## config.mk

```make
export PLATFORM = sky130hd
export DESIGN_NAME = idio_top
export DESIGN_NICKNAME = d
export VERILOG_FILES = /design/src/design/idio_pkg.sv /design/src/design/idio_top.sv
export VERILOG_INCLUDE_DIRS = /design/src /design/src/design
export SDC_FILE = /design/constraint.sdc
export NUM_CORES = 1
export LEC_CHECK = 0
export ABC_AREA = 1
export BUFFER_PORTS_ARGS = -buffer_cell sky130_fd_sc_hd__buf_2
export CORE_ASPECT_RATIO = 0.5
export CORE_UTILIZATION = 30
export DETAILED_ROUTE_END_ITERATION = 10
export PLACE_DENSITY = 0.54
export REMOVE_ABC_BUFFERS = 1
export SYNTH_ARGS = -nofsm -noshare
export SYNTH_HDL_FRONTEND = slang
export SYNTH_SLANG_ARGS = --single-unit
```

## constraint.sdc

```tcl
create_clock -name SYS_CLK_I -period 2.7 [get_ports SYS_CLK_I]
set_clock_uncertainty 0.2 [all_clocks]
set_input_delay 0.54 -clock SYS_CLK_I [delete_from_list [all_inputs] [get_ports SYS_CLK_I]]
set_output_delay 0.54 -clock SYS_CLK_I [all_outputs]
set_load 0.01 [all_outputs]
```

## src/design/idio_params.svh

```systemverilog
// timing, offsets, field positions and reset values of the discrete io block
`ifndef IDIO_PARAMS_SVH
`define IDIO_PARAMS_SVH
`define IDIO_CLK_HZ 50000000
`define IDIO_TICK_MS 1
`define IDIO_TICK_CYC ((`IDIO_CLK_HZ / 1000) * `IDIO_TICK_MS)
`define IDIO_PULSE_MS 50
// register byte offsets
`define IDIO_OFS_CTRL 12'h000
`define IDIO_OFS_OUTCFG 12'h004
`define IDIO_OFS_SER 12'h008
`define IDIO_OFS_DELIM 12'h00C
`define IDIO_OFS_STAT 12'h010
`define IDIO_OFS_CMD 12'h014
`define IDIO_OFS_SCAN 12'h018
// ctrl fields
`define IDIO_CTRL_POL 0
`define IDIO_CTRL_CMP 1
`define IDIO_CTRL_HOLD 2
`define IDIO_CTRL_DEXP 3
`define IDIO_CTRL_IEXP 4
`define IDIO_CTRL_ETH 5
`define IDIO_CTRL_CONT 6
// cmd fields
`define IDIO_CMD_HIST 0
`define IDIO_CMD_FCLR 1
// output config: per output 3 bits select, 1 bit pulsed, 8 bits width ms
`define IDIO_OC_SEL_W 3
`define IDIO_OC_FLD_W 12
`define IDIO_OC_PUL 3
`define IDIO_OC_WID_LSB 4
`define IDIO_RST_OUTCFG 36'h320_321_320
`define IDIO_RST_SER 32'h0000_1C20
`define IDIO_RST_DELIM 32'h0022_0D2C
`define IDIO_RST_SCAN 32'h0000_0001
`define IDIO_PSLVERR_OK 1'b0
`endif

```

## src/design/idio_pkg.sv

```systemverilog
// types shared by the discrete io block
package idio_pkg;
    typedef enum logic [2:0] {
        IDIO_C_PASS, IDIO_C_FAIL, IDIO_C_READ, IDIO_C_NOREAD,
        IDIO_C_MATCH, IDIO_C_NOMATCH, IDIO_C_MISSED, IDIO_C_FAULT
    } idio_cond_e;
    typedef enum logic [1:0] {IDIO_S_IDLE, IDIO_S_BUSY, IDIO_S_QUEUE} idio_state_e;
    typedef struct packed {
        logic [2:0] trg_sync;
        logic [2:0] tch_sync;
        logic trg_prev;
        logic tch_prev;
        idio_state_e st;
        logic [31:0] ctrl;
        logic [35:0] outcfg;
        logic [31:0] ser;
        logic [31:0] delim;
        logic [31:0] scan;
        logic [31:0] prdata;
        logic pol_seen;
        logic missed;
        logic fault;
        logic rd_flag;
        logic nord_flag;
        logic match_flag;
        logic nomatch_flag;
        logic cmp_ok;
        logic [2:0] lvl;
        logic [2:0] out;
        logic [23:0] pul_ms;
        logic [15:0] tick_cnt;
        logic res_seen;
        logic cap;
        logic dexp;
        logic iexp;
        logic drop;
    } idio_state_s;
endpackage

```

## src/design/idio_top.sv

```systemverilog
// discrete trigger/teach inputs, result outputs and export flow control
`include "idio_params.svh"
`timescale 1ns/100ps
`default_nettype none
module idio_top
    import idio_pkg::*;
#(
    parameter int TICK_CYC = `IDIO_TICK_CYC
) (
    // clock and reset
    input wire logic SYS_CLK_I,
    input wire logic RST_B_I,
    // strap: high on sinking variant
    input wire logic SINK_VARIANT_I,
    // discrete pins
    input wire logic TRIGGER_I,
    input wire logic TEACH_I,
    output logic [2:0] RESULT_O,
    output logic READY_O,
    output logic TEACH_O,
    // inspection core
    output logic CAPTURE_O,
    input wire logic INSP_DONE_I,
    input wire logic [7:0] CODES_FOUND_I,
    input wire logic CMP_OK_I,
    input wire logic FATAL_I,
    // export channels
    input wire logic CHAN_FULL_I,
    output logic DATA_EXP_O,
    output logic IMG_EXP_O,
    output logic DROP_O,
    // serial and delimiter settings
    output logic [31:0] SER_CFG_O,
    output logic [31:0] DELIM_CFG_O,
    // apb
    input wire logic PSEL,
    input wire logic PENABLE,
    input wire logic PWRITE,
    input wire logic [11:0] PADDR,
    input wire logic [31:0] PWDATA,
    output logic [31:0] PRDATA,
    output logic PREADY,
    output logic PSLVERR
);

    idio_state_s r, n;
    logic wr, rd, trg_edge, tch_edge, pol, cont, done_ev, busy, queue_ok;
    logic good, shortfall, fault_clr, hist_clr, tick;
    logic [2:0] cond;

    // *****************************************
    // helpers
    // *****************************************
    function automatic logic edge_of(input logic cur, input logic prev, input logic lh);
        edge_of = lh ? (cur & ~prev) : (~cur & prev);
    endfunction

    function automatic logic cond_val(input logic [2:0] sel, input idio_state_s s, input logic c);
        logic rdv, nrv;
        rdv = s.rd_flag;
        nrv = s.nord_flag;
        unique case (idio_cond_e'(sel))
            IDIO_C_PASS: cond_val = c ? (rdv & s.cmp_ok) : rdv;
            IDIO_C_FAIL: cond_val = c ? (nrv | (rdv & ~s.cmp_ok)) : nrv;
            IDIO_C_READ: cond_val = rdv;
            IDIO_C_NOREAD: cond_val = nrv;
            IDIO_C_MATCH: cond_val = s.match_flag;
            IDIO_C_NOMATCH: cond_val = s.nomatch_flag;
            IDIO_C_MISSED: cond_val = s.missed;
            IDIO_C_FAULT: cond_val = s.fault;
        endcase
    endfunction

    assign wr = PSEL & PENABLE & PWRITE;
    assign rd = PSEL & ~PENABLE & ~PWRITE;
    assign pol = r.ctrl[`IDIO_CTRL_POL];
    assign cont = r.ctrl[`IDIO_CTRL_CONT];
    // third and second stage agree before the edge counts
    assign trg_edge = (r.trg_sync[2] == r.trg_sync[1]) & edge_of(r.trg_sync[2], r.trg_prev, pol);
    assign tch_edge = (r.tch_sync[2] == r.tch_sync[1]) & edge_of(r.tch_sync[2], r.tch_prev, pol);
    assign busy = (r.st != IDIO_S_IDLE);
    assign done_ev = (r.st == IDIO_S_BUSY) & INSP_DONE_I;
    assign good = (CODES_FOUND_I >= r.scan[7:0]);
    assign shortfall = ~good & ~cont;
    assign hist_clr = wr & (PADDR == `IDIO_OFS_CMD) & PWDATA[`IDIO_CMD_HIST];
    assign fault_clr = wr & (PADDR == `IDIO_OFS_CMD) & PWDATA[`IDIO_CMD_FCLR];
    assign queue_ok = ~CHAN_FULL_I;
    assign tick = (r.tick_cnt == 16'(TICK_CYC - 1));

    // *****************************************
    // next state
    // *****************************************
    always_comb begin
        n = r;
        n.cap = 1'b0;
        n.dexp = 1'b0;
        n.iexp = 1'b0;
        n.drop = 1'b0;
        n.trg_sync = {r.trg_sync[1:0], TRIGGER_I};
        n.tch_sync = {r.tch_sync[1:0], TEACH_I};
        if (r.trg_sync[2] == r.trg_sync[1]) begin
            n.trg_prev = r.trg_sync[2];
        end
        if (r.tch_sync[2] == r.tch_sync[1]) begin
            n.tch_prev = r.tch_sync[2];
        end
        if (!r.pol_seen) begin
            n.pol_seen = 1'b1;
            n.ctrl[`IDIO_CTRL_POL] = ~SINK_VARIANT_I;
            n.trg_prev = SINK_VARIANT_I;
            n.tch_prev = SINK_VARIANT_I;
            // preload idle level, else a false edge follows reset on sinking parts
            n.trg_sync = {SINK_VARIANT_I, SINK_VARIANT_I, SINK_VARIANT_I};
            n.tch_sync = {SINK_VARIANT_I, SINK_VARIANT_I, SINK_VARIANT_I};
        end
        n.tick_cnt = tick ? 16'h0000 : r.tick_cnt + 16'h0001;
        if (trg_edge && !busy) begin
            n.st = IDIO_S_BUSY;
            n.cap = 1'b1;
        end
        if (done_ev) begin
            n.rd_flag = good;
            n.nord_flag = shortfall;
            n.cmp_ok = CMP_OK_I & r.ctrl[`IDIO_CTRL_CMP];
            n.match_flag = good & CMP_OK_I;
            n.nomatch_flag = good & ~CMP_OK_I;
            n.res_seen = 1'b1;
            n.dexp = r.ctrl[`IDIO_CTRL_DEXP] & queue_ok;
            n.iexp = r.ctrl[`IDIO_CTRL_IEXP] & r.ctrl[`IDIO_CTRL_ETH] & queue_ok;
            if (r.ctrl[`IDIO_CTRL_HOLD] && !queue_ok) begin
                n.st = IDIO_S_QUEUE;
            end else begin
                n.drop = ~queue_ok & (r.ctrl[`IDIO_CTRL_DEXP] | r.ctrl[`IDIO_CTRL_IEXP]);
                n.st = IDIO_S_IDLE;
            end
        end
        if (r.st == IDIO_S_QUEUE && queue_ok) begin
            n.dexp = r.ctrl[`IDIO_CTRL_DEXP];
            n.iexp = r.ctrl[`IDIO_CTRL_IEXP] & r.ctrl[`IDIO_CTRL_ETH];
            n.st = IDIO_S_IDLE;
        end
        if (hist_clr) begin
            n.missed = 1'b0;
        end
        if (hist_clr || fault_clr) begin
            n.fault = 1'b0;
        end
        if (trg_edge && busy) begin
            n.missed = 1'b1;
        end
        if (FATAL_I) begin
            n.fault = 1'b1;
        end
        for (int i = 0; i < 3; i++) begin
            cond[i] = cond_val(r.outcfg[i*`IDIO_OC_FLD_W +: `IDIO_OC_SEL_W], n,
                r.ctrl[`IDIO_CTRL_CMP]);
            if (r.outcfg[i*`IDIO_OC_FLD_W + `IDIO_OC_PUL]) begin
                if (done_ev) begin
                    n.pul_ms[i*8 +: 8] = cond[i] ?
                        r.outcfg[i*`IDIO_OC_FLD_W + `IDIO_OC_WID_LSB +: 8] : 8'h00;
                end else if (tick && r.pul_ms[i*8 +: 8] != 8'h00) begin
                    n.pul_ms[i*8 +: 8] = r.pul_ms[i*8 +: 8] - 8'h01;
                end
                n.out[i] = (n.pul_ms[i*8 +: 8] != 8'h00);
            end else begin
                n.out[i] = cond[i];
            end
        end
        // apb registers
        if (wr) begin
            unique case (PADDR)
                `IDIO_OFS_CTRL: n.ctrl = PWDATA;
                // bus word holds the low 32 bits; top nibble of output three width kept
                `IDIO_OFS_OUTCFG: n.outcfg = {r.outcfg[35:32], PWDATA};
                `IDIO_OFS_SER: n.ser = PWDATA;
                `IDIO_OFS_DELIM: n.delim = PWDATA;
                `IDIO_OFS_SCAN: n.scan = PWDATA;
                default: n.ctrl = r.ctrl;
            endcase
        end
        if (rd) begin
            unique case (PADDR)
                `IDIO_OFS_CTRL: n.prdata = r.ctrl;
                `IDIO_OFS_OUTCFG: n.prdata = r.outcfg[31:0];
                `IDIO_OFS_SER: n.prdata = r.ser;
                `IDIO_OFS_DELIM: n.prdata = r.delim;
                `IDIO_OFS_STAT: n.prdata = {24'h00_0000, r.fault, r.missed, busy,
                    r.nomatch_flag, r.match_flag, r.nord_flag, r.rd_flag, r.cmp_ok};
                `IDIO_OFS_SCAN: n.prdata = r.scan;
                default: n.prdata = 32'h0000_0000;
            endcase
        end
    end

    // *****************************************
    // registers
    // *****************************************
    always_ff @(posedge SYS_CLK_I or negedge RST_B_I) begin
        if (!RST_B_I) begin
            r <= '0;
            r.outcfg <= `IDIO_RST_OUTCFG;
            r.ser <= `IDIO_RST_SER;
            r.delim <= `IDIO_RST_DELIM;
            r.scan <= `IDIO_RST_SCAN;
            r.st <= IDIO_S_IDLE;
        end else begin
            r <= n;
        end
    end

    // *****************************************
    // outputs
    // *****************************************
    assign RESULT_O = r.out;
    assign READY_O = ~busy;
    assign TEACH_O = tch_edge;
    assign CAPTURE_O = r.cap;
    assign DATA_EXP_O = r.dexp;
    assign IMG_EXP_O = r.iexp;
    assign DROP_O = r.drop;
    assign DELIM_CFG_O = r.delim;
    assign SER_CFG_O = r.ser;
    assign PRDATA = r.prdata;
    assign PREADY = 1'b1;
    assign PSLVERR = `IDIO_PSLVERR_OK;
endmodule
`default_nettype wire

```

==> impl_metrics.ini, run 1 <==
[route]
wl_um = 37700
detail_route.wl_per_cell_um = 16.4
dr.pass1.iters = 7
vias_per_cell = 4.71
drt_iter0_markers = 741
drc = 0
ant_nets = 0
vias = 10800

[grt]
grt-busiest-layer = met2
antenna_found_initial = 0
use_met3 = 0.0214
use_met1 = 0.239
overflow = 0
grt_max_degree = 69
grt_pass1_vias = 10700
grtUsageMet2 = 0.277
grt_pass1_wl_um = 60200
track_usage = 0.168

[pwr]
p_total_mw = 8.85
p_comb_frac = 0.118
switchingPower_mw = 2.33
leakage_nw = 7.35
swShare = 0.264
peakVddDrop_mv = 0.445
p_per_area_nw_per_um2 = 577
p_seq_frac = 0.458
power.clock.fraction = 0.424
intPower_mw = 6.51

[logic_synthesis]
synth_most_common_cell = nand2_1
ys_ff_latch = 257
synth_area_um2 = 13200
ys_async_sr_fraction = 1.00
ys_seq_area_frac = 0.490
yosys_warnings = 0
synth_common_cells = nand2_1, dfrtp_1, o21ai_0
syn_inst = 1606
synth_area_leaders = dfrtp_1, nand2_1, o21ai_0, buf_4, inv_1
synth.distinct_cells = 54
post_synth.cell_area_avg_um2 = 8.20
yosysTopAreaCellShare = 0.448
synth_top_cell_by_area = dfrtp_1
synth-main-ff-cell = dfrtp_1
synth-edff-count = 0

[die]
dieArea_um2 = 44800
die_h_um = 150
start_util = 0.309
io_pins = 171
core.rowCount = 53
core_um2 = 42600
die_w_um = 298

[worst_setup_path]
start_kind = flip-flop
slowest_stage = dfrtp_1
cp_top_family = simple AND/OR/NAND/NOR gates
worstPathArrival_ps = 2810
critical_path.max_stage_delay_ps = 380
crit_type = reg -> reg
cp_max_fo = 5
ff2ff_setup_slack_ps = 190
path_common_cell = nand2_1
worstPathCellList = inv_2 > ha_1 > nand2_1 > nor2_2 > nand4_1 > nand3_4 > nand2_2 > nand2_2 > nand2_1 > a21oi_2 > nand2_2 > nand2_4 > nand3_1 > nand2_1 > nor2_1 > nand2_1 > nor2_1 > nor2_1
critPathRequiredTime_ps = 3000
critPathBufInv = 1
setup.worst_path.end_class = flip-flop

[min_path]
worstHoldPathType = in -> reg

[sta]
tns_ps = 0
hold_slack_ps = 20.5
hold_viol = 0
worst_pin_slew_ps = 573
finalCritPeriodShare = 0.930
clock.fmax_mhz = 398
fin_crit_ps = 2510
max_slew_margin = 0.618
finalWorstSetupSlack_ps = 189
setup_viol_count_final = 0
slew_violations = 0

[clock_network]
htree_num_levels = 1
clockBufferDepth = 3
clock-root-buffer = clkbuf_16
cts_sinks = 257
clock_latency_ps = 570
cts_tree = built
path_clk_slew_ps = 60
cts_buffers = 27

[final_layout]
layout-drive-gt1-share = 0.214
syn2layout_area_growth_pct = 16.3
final_cells = 2296
nets = 1777
final_cell_area_um2 = 15300
antennaDiodeCount = 0
final_util = 0.359

[placed_design]
place_area_um2 = 14200
hpwl_um = 26900
pre_cts_ws_ps = -69.1
routabilityCongestion = 0.847
numPortBuffers = 168
dp_cells = 2237

[run]
maxCapViolCount = 0

[status]
status = completed
-- metal layers --
metal,vias up,share of wire
met2,208,0.46
met4,0,0.016
met1,5235,0.48
li1,5332,-
met3,42,0.041
met5,-,0
-- power by group through the flow --
stage | clock (mW) | sequential [mW] | combinational, mW
after detailed placement | 0 | 4.12 | 0.982
after floorplan | 0 | 4.12 | 0.514
after global placement | 0 | 4.12 | 0.983
after global routing | 4.00 | 4.06 | 1.16
final | 3.75 | 4.05 | 1.04
after CTS | 3.86 | 4.05 | 0.993
-- kinds of logic after synthesis --
family / share of synthesized area
adder cells (fa/ha/maj): 0.0142
buffers and inverters: 0.125
other: 0.000570
AO/OA/AOI/OAI: 0.152
XOR/XNOR: 0.00532
AND/OR/NAND/NOR: 0.212
flip-flops: 0.490
-- timing repair --
action	CTS	global route
buffers inserted	0	3
endpoints found under the setup margin	0	13
hold buffers	5	0
hold endpoints to repair	59	0
resized for setup	0	31
-- worst reg2reg max path, delay by kind of cell (launching register included) --
family	cells	cell delay, ps
and+or+nand+nor	15	1410
DFF	1	380
adders and majority gates	1	270
AOI/OAI and AO/OA	1	140
buffers and inverters	1	70
-- worst paths after layout --
path	start	end	depth (start not counted)
max	r[95]	RESULT_O[1]	18
min in group asynchronous	RST_B_I	r[257]	2
max reg2reg	r[95]	RESULT_O[1]	18
min	PWDATA[30]	r[253]	3
min reg2reg	r[225]	DROP_O	1
max in group asynchronous	RST_B_I	r[192]	3
-- cells in the final DEF, fill, tap and decap left out, types with 24 or more instances in the layout --
| cell type | count |
|---|---|
| a21oi_1 | 42 |
| a22o_1 | 26 |
| buf_2 | 167 |
| buf_4 | 34 |
| clkbuf_16 | 27 |
| dfrtp_1 | 236 |
| inv_1 | 145 |
| inv_2 | 24 |
| nand2_1 | 420 |
| nand2_2 | 24 |
| nand3_1 | 50 |
| nor2_1 | 83 |
| o21ai_0 | 174 |
| o21ai_1 | 39 |
-- sequential cells by signal, summed over array words and instances, names as in the netlist --
name         flops
DROP_O           1
DATA_EXP_O       1
SER_CFG_O       32
pol              1
r              152
DELIM_CFG_O     32
CAPTURE_O        1
PRDATA          32
cont             1
RESULT_O         3
IMG_EXP_O        1
-- layout make-up --
cell class	count	area [um2]
Multi-Input combinational cell	1019	5220
Clock buffer	47	831
Timing Repair Buffer	218	1380
Sequential cell	257	6460
Clock inverter	3	55.1
Fill cell	4430	27300
Inverter	175	658
Tap cell	577	722
Note: power is estimated with default switching activity, not from simulation.
==> run 2: changes to the inputs <==
- CORE_UTILIZATION: 30 -> 50
- PLACE_DENSITY: 0.54 -> 0.78
==> run 2 against run 1 <==
  * Sequential power hardly changed
  * Register-to-register slack worse by 80 ps
  * Highest routed layer is now met5
  * Routed wire length is 6.5% lower
  * Critical path type unchanged
  * Critical endpoint unchanged
  * Count of clock-buffer cells in the layout is 16 lower
==> impl_metrics.ini, run 2 (synthesized netlist as in run 1, its figures left out) <==
[worst_setup_path]
critPathRequiredTime_ps = 2980
critPathBufInv = 1
crit_type = reg -> reg
cp_top_family = simple AND/OR/NAND/NOR gates
cp_max_fo = 5
worstPathArrival_ps = 2870
critical_path.max_stage_delay_ps = 360
path_common_cell = nand2_1
start_kind = flip-flop
setup.worst_path.end_class = flip-flop
worstPathCellList = inv_1 > ha_1 > nand2_1 > nor2_1 > nand4_1 > nand3_2 > nand2_1 > nand2_2 > nand2_1 > a21oi_2 > nand2_2 > nand2_4 > nand3_1 > nand2_1 > nor2_1 > nand2_1 > nor2_1 > nor2_1
slowest_stage = dfrtp_1

[pwr]
p_per_area_nw_per_um2 = 582
peakVddDrop_mv = 0.460
leakage_nw = 7.23

[final_layout]
syn2layout_area_growth_pct = 11.9
layout-drive-gt1-share = 0.204
final_common_cell = nand2_1
antennaDiodeCount = 0
layout_common_cells = nand2_1, dfrtp_1, o21ai_0
largest_register_ffs = 152
regMostFlops = r
nets = 1763
final_util = 0.577

[grt]
grt_pass1_vias = 10700
grt_max_degree = 90
grt_pass1_wl_um = 55800
antenna_found_initial = 2
track_usage = 0.265
overflow = 0

[die]
die_w_um = 232
dieArea_um2 = 27000
io_pins = 171
core_um2 = 25500
start_util = 0.516
die_h_um = 117
core.rowCount = 41

[sta]
max_slew_margin = 0.643
slew_violations = 0
hold_viol = 0
tns_ps = 0
clock.fmax_mhz = 386
rsz0062_at_grt = true
fin_crit_ps = 2590
setup_viol_count_final = 0
worst_pin_slew_ps = 536
finalWorstSetupSlack_ps = 106
finalCritPeriodShare = 0.961

[clock_network]
htree_num_levels = 1
cts_buffers = 24
clock_latency_ps = 540
cts_sinks = 257
clockBufferDepth = 3
cts_tree = built
clock-root-buffer = clkbuf_16
path_clk_slew_ps = 70
cts_setup_buffers = 0

[placed_design]
routabilityCongestion = 0.926
hpwl_um = 24700
numPortBuffers = 168
pre_cts_ws_ps = -51.7

[route]
drt_iter0_markers = 1142
detail_route.wl_per_cell_um = 17.2
vias = 11200
ant_nets = 0
drc = 0
dr.pass1.iters = 5
vias_per_cell = 5.48
wl_um = 35300

[status]
status = completed

[min_path]
worstHoldPathType = in -> reg

[run]
maxCapViolCount = 0
-- run 2: cell count changes in the layout (fill, tap and decap cells not counted), moves of 4 or more --
cell        previous run  this run
buf_4                 34        29
clkbuf_1              12         2
nand2_1              420       425
nand2_2               24        19
buf_12                11         7
clkinvlp_4             0         5
-- run 2: metal layers --
layer | GRT usage | vias to the layer above | share of wire
met2 | 0.422 | 401 | 0.45
met4 | 0.0908 | 4 | 0.032
met1 | 0.356 | 5414 | 0.44
li1 | - | 5305 | -
met5 | 0 | - | 0.00062
met3 | 0.0667 | 82 | 0.079
-- run 2: timing repair --
| item | 4_1_cts | 5_1_grt |
|---|---|---|
| setup endpoints to repair | 0 | 3 |
| resized for setup | 0 | 12 |
| hold buffers | 3 | 0 |
| endpoints found under the hold margin | 129 | 0 |
-- run 2: worst paths after layout --
path                              from        endpoint  slack [ps]  cells past startpoint
setup / recovery                 r[98]     RESULT_O[1]         110                     18
hold / removal             CHAN_FULL_I       IMG_EXP_O          20                      2
setup reg to reg                 r[98]     RESULT_O[1]         110                     18
hold reg to reg                 r[225]          DROP_O         230                      1
max in group asynchronous      RST_B_I  DELIM_CFG_O[3]        1310                      3
min in group asynchronous      RST_B_I          r[104]         220                      2
-- run 2: per-stage QoR --
step / area, um2 / instances / power (mW) / hold WS (ps)
final: 14700 / 2046 / 8.58 / 21.9
after global routing: 14700 / 2046 / 8.90 / 17.5
after CTS: 14700 / 2045 / 8.58 / 13.9
after detailed placement: 13800 / 1998 / 5.07 / 190
after global placement: 13800 / 1998 / 5.06 / 187
after floorplan: 12200 / 1450 / 4.63 / 44.4
-- run 2: power by group --
part	leakage (nW)	switching (mW)	total, mW	internal (mW)
combinational	3.59	0.655	0.986	0.331
clock	0.390	1.56	3.54	1.98
sequential	3.25	0.0888	4.06	3.97
-- run 2: final cells by class --
cell class | instances | area (um2)
clock inverters | 13 | 146
multi-input cells | 1019 | 5130
clock buffers | 31 | 677
inverters | 175 | 658
repair buffers | 207 | 1240
fillers | 2245 | 10800
flip-flops and latches | 257 | 6460
well taps | 344 | 430
==> run 3: changes to the inputs <==
- ABC_AREA: 1 -> 0
==> run 3 against run 2 <==
  * The flow now finishes with violations (setup timing)
  * Final area up 5.4%
  * Worst setup slack worse by 190 ps
  * Count of clock-buffer cells in the layout down 3
  * Sequential share of layout area down 2.2 points
  * Critical endpoint is now r[36]
==> impl_metrics.ini, run 3 <==
[placed_design]
hpwl_um = 24700
pre_cts_ws_ps = -409
dp_cells = 1621
routabilityCongestion = 0.966
place_area_um2 = 14100
numPortBuffers = 168

[final_layout]
syn2layout_area_growth_pct = 19.9
layout-drive-gt1-share = 0.423
nets = 1399
final_common_cell = dfrtp_1
final_cell_area_um2 = 15500
regMostFlops = r
nFillCells = 1938
layout_common_cells = dfrtp_1, buf_2, mux2_2
final_cells = 1684
final_util = 0.613
largest_register_ffs = 152

[status]
status = finished, violations left
violations = setup timing

[pwr]
leakage_nw = 7.66
p_per_area_nw_per_um2 = 594
p_seq_frac = 0.445
swShare = 0.262
power.clock.fraction = 0.415
p_comb_frac = 0.140
peakVddDrop_mv = 0.420
intPower_mw = 6.80
p_total_mw = 9.22
switchingPower_mw = 2.42

[logic_synthesis]
yosys_warnings = 0
ys_async_sr_fraction = 1.00
synth-edff-count = 0
synth_area_leaders = dfrtp_1, mux2_2, buf_4, dfstp_2, nand2_1
syn_inst = 1182
synth_most_common_cell = dfrtp_1
ys_ff_latch = 257
yosysTopAreaCellShare = 0.456
synth_top_cell_by_area = dfrtp_1
synth.distinct_cells = 80
ys_seq_area_frac = 0.498
post_synth.cell_area_avg_um2 = 11.0
synth_area_um2 = 13000
synth-main-ff-cell = dfrtp_1
synth_common_cells = dfrtp_1, mux2_2, nand2_1

[worst_setup_path]
cp_max_fo = 2
ff2ff_setup_slack_ps = -80
crit_type = reg -> reg
setup.worst_path.end_class = flip-flop
start_kind = flip-flop
reg2reg_to = r[36]
reg2reg_from = r[17]
reg2regPathDepth = 10
critPathRequiredTime_ps = 2900
worstPathArrival_ps = 2980

[min_path]
worstHoldPathType = in -> reg
hold_end = r[259]
hp-start = TEACH_I
whs_path_depth = 3

[route]
vias_per_cell = 6.09
ant_nets = 0
drc = 0
vias = 10300
detail_route.wl_per_cell_um = 21.8
wl_um = 36700
dr.pass1.iters = 8
drt_iter0_markers = 996

[sta]
setup_viol_count_final = 6
finalWorstSetupSlack_ps = -83.3
worst_pin_slew_ps = 599
rsz0062_at_grt = true
hold_slack_ps = 24.6
clock.fmax_mhz = 359
hold_viol = 0
max_slew_margin = 0.597
fin_crit_ps = 2780
finalCritPeriodShare = 1.03
tns_ps = -176
slew_violations = 0

[grt]
overflow = 0
antenna_found_initial = 1
track_usage = 0.272
grt_pass1_wl_um = 56900
grt_max_degree = 66
grt_pass1_vias = 10300

[die]
core.rowCount = 41
die_h_um = 116
dieArea_um2 = 26600
start_util = 0.511
io_pins = 171
die_w_um = 230
core_um2 = 25300

[clock_network]
clock-root-buffer = clkbuf_16
cts_buffers = 25
cts_tree = built
cts_sinks = 257
clock_latency_ps = 530
clockBufferDepth = 3
htree_num_levels = 1
path_clk_slew_ps = 60

[run]
maxCapViolCount = 0
## run 3: logic make-up (layout without fill, tap and decap cells)
kind of cell,Yosys count,in the layout,synth area share
flops,257,257,0.498
other cells,2,4,0.000579
compound gates,252,252,0.141
buf+inv,198,354,0.0880
simple gates,292,292,0.117
xor+xnor,17,17,0.0115
fa+ha+maj,15,15,0.0145
mux,149,149,0.129
## run 3: worst max-delay path by stage
stage                     start      to  slack [ps]  depth (start not counted)
2_1_floorplan          PADDR[7]  r[188]       -1950                          5
3_3_place_gp   CODES_FOUND_I[0]   r[36]        -380                         12
3_5_place_dp   CODES_FOUND_I[0]   r[36]        -410                         12
4_1_cts                   r[93]   r[41]         -40                         11
5_1_grt                   r[91]   r[41]        -150                         10
6_report                  r[17]   r[36]         -80                         10
## run 3: layer usage
metal | global-route usage | share of wire | vias up
li1 | - | - | 4539
met1 | 0.374 | 0.43 | 5208
met2 | 0.441 | 0.47 | 438
met3 | 0.0426 | 0.067 | 77
met4 | 0.102 | 0.029 | 0
met5 | 0 | 0 | -
## run 3: layout make-up
type | count | area, um2 | area share
timing repair buffer | 278 | 1850 | 0.119
antenna | 1 | 2.50 | 0.000161
clock buffer | 28 | 667 | 0.0429
multi-input combinational | 728 | 5780 | 0.372
inverter | 30 | 113 | 0.00725
clock inverter | 18 | 233 | 0.0150
sequential | 257 | 6460 | 0.416
tap | 344 | 430 | 0.0277
## run 3: repair_timing
action	CTS	global route
pin swaps	9	26
hold endpoints to repair	54	0
hold buffers	1	0
gates resized for setup	20	66
endpoints found under the setup margin	23	25
buffers inserted	6	10
gates cloned	0	0
## run 3: critical path, stage by stage, from the launching register on
cell and delay (ps):
dfrtp_1 400, nor4bb_2 390, nand4_1 270, buf_4 210
buf_4 120, buf_4 140, nor3_2 200, mux2_4 330
and2_1 170, a41oi_2 150, a21oi_1 80
## run 3: power groups by stage
| stage | Clock (mW) | Sequential, mW | Combinational, mW |
|---|---|---|---|
| 6_report | 3.83 | 4.10 | 1.29 |
| 5_1_grt | 4.03 | 4.11 | 1.42 |
| 4_1_cts | 3.86 | 4.09 | 1.18 |
| 3_5_place_dp | 0 | 4.16 | 1.12 |
| 3_3_place_gp | 0 | 4.16 | 1.11 |
| 2_1_floorplan | 0 | 4.16 | 0.548 |
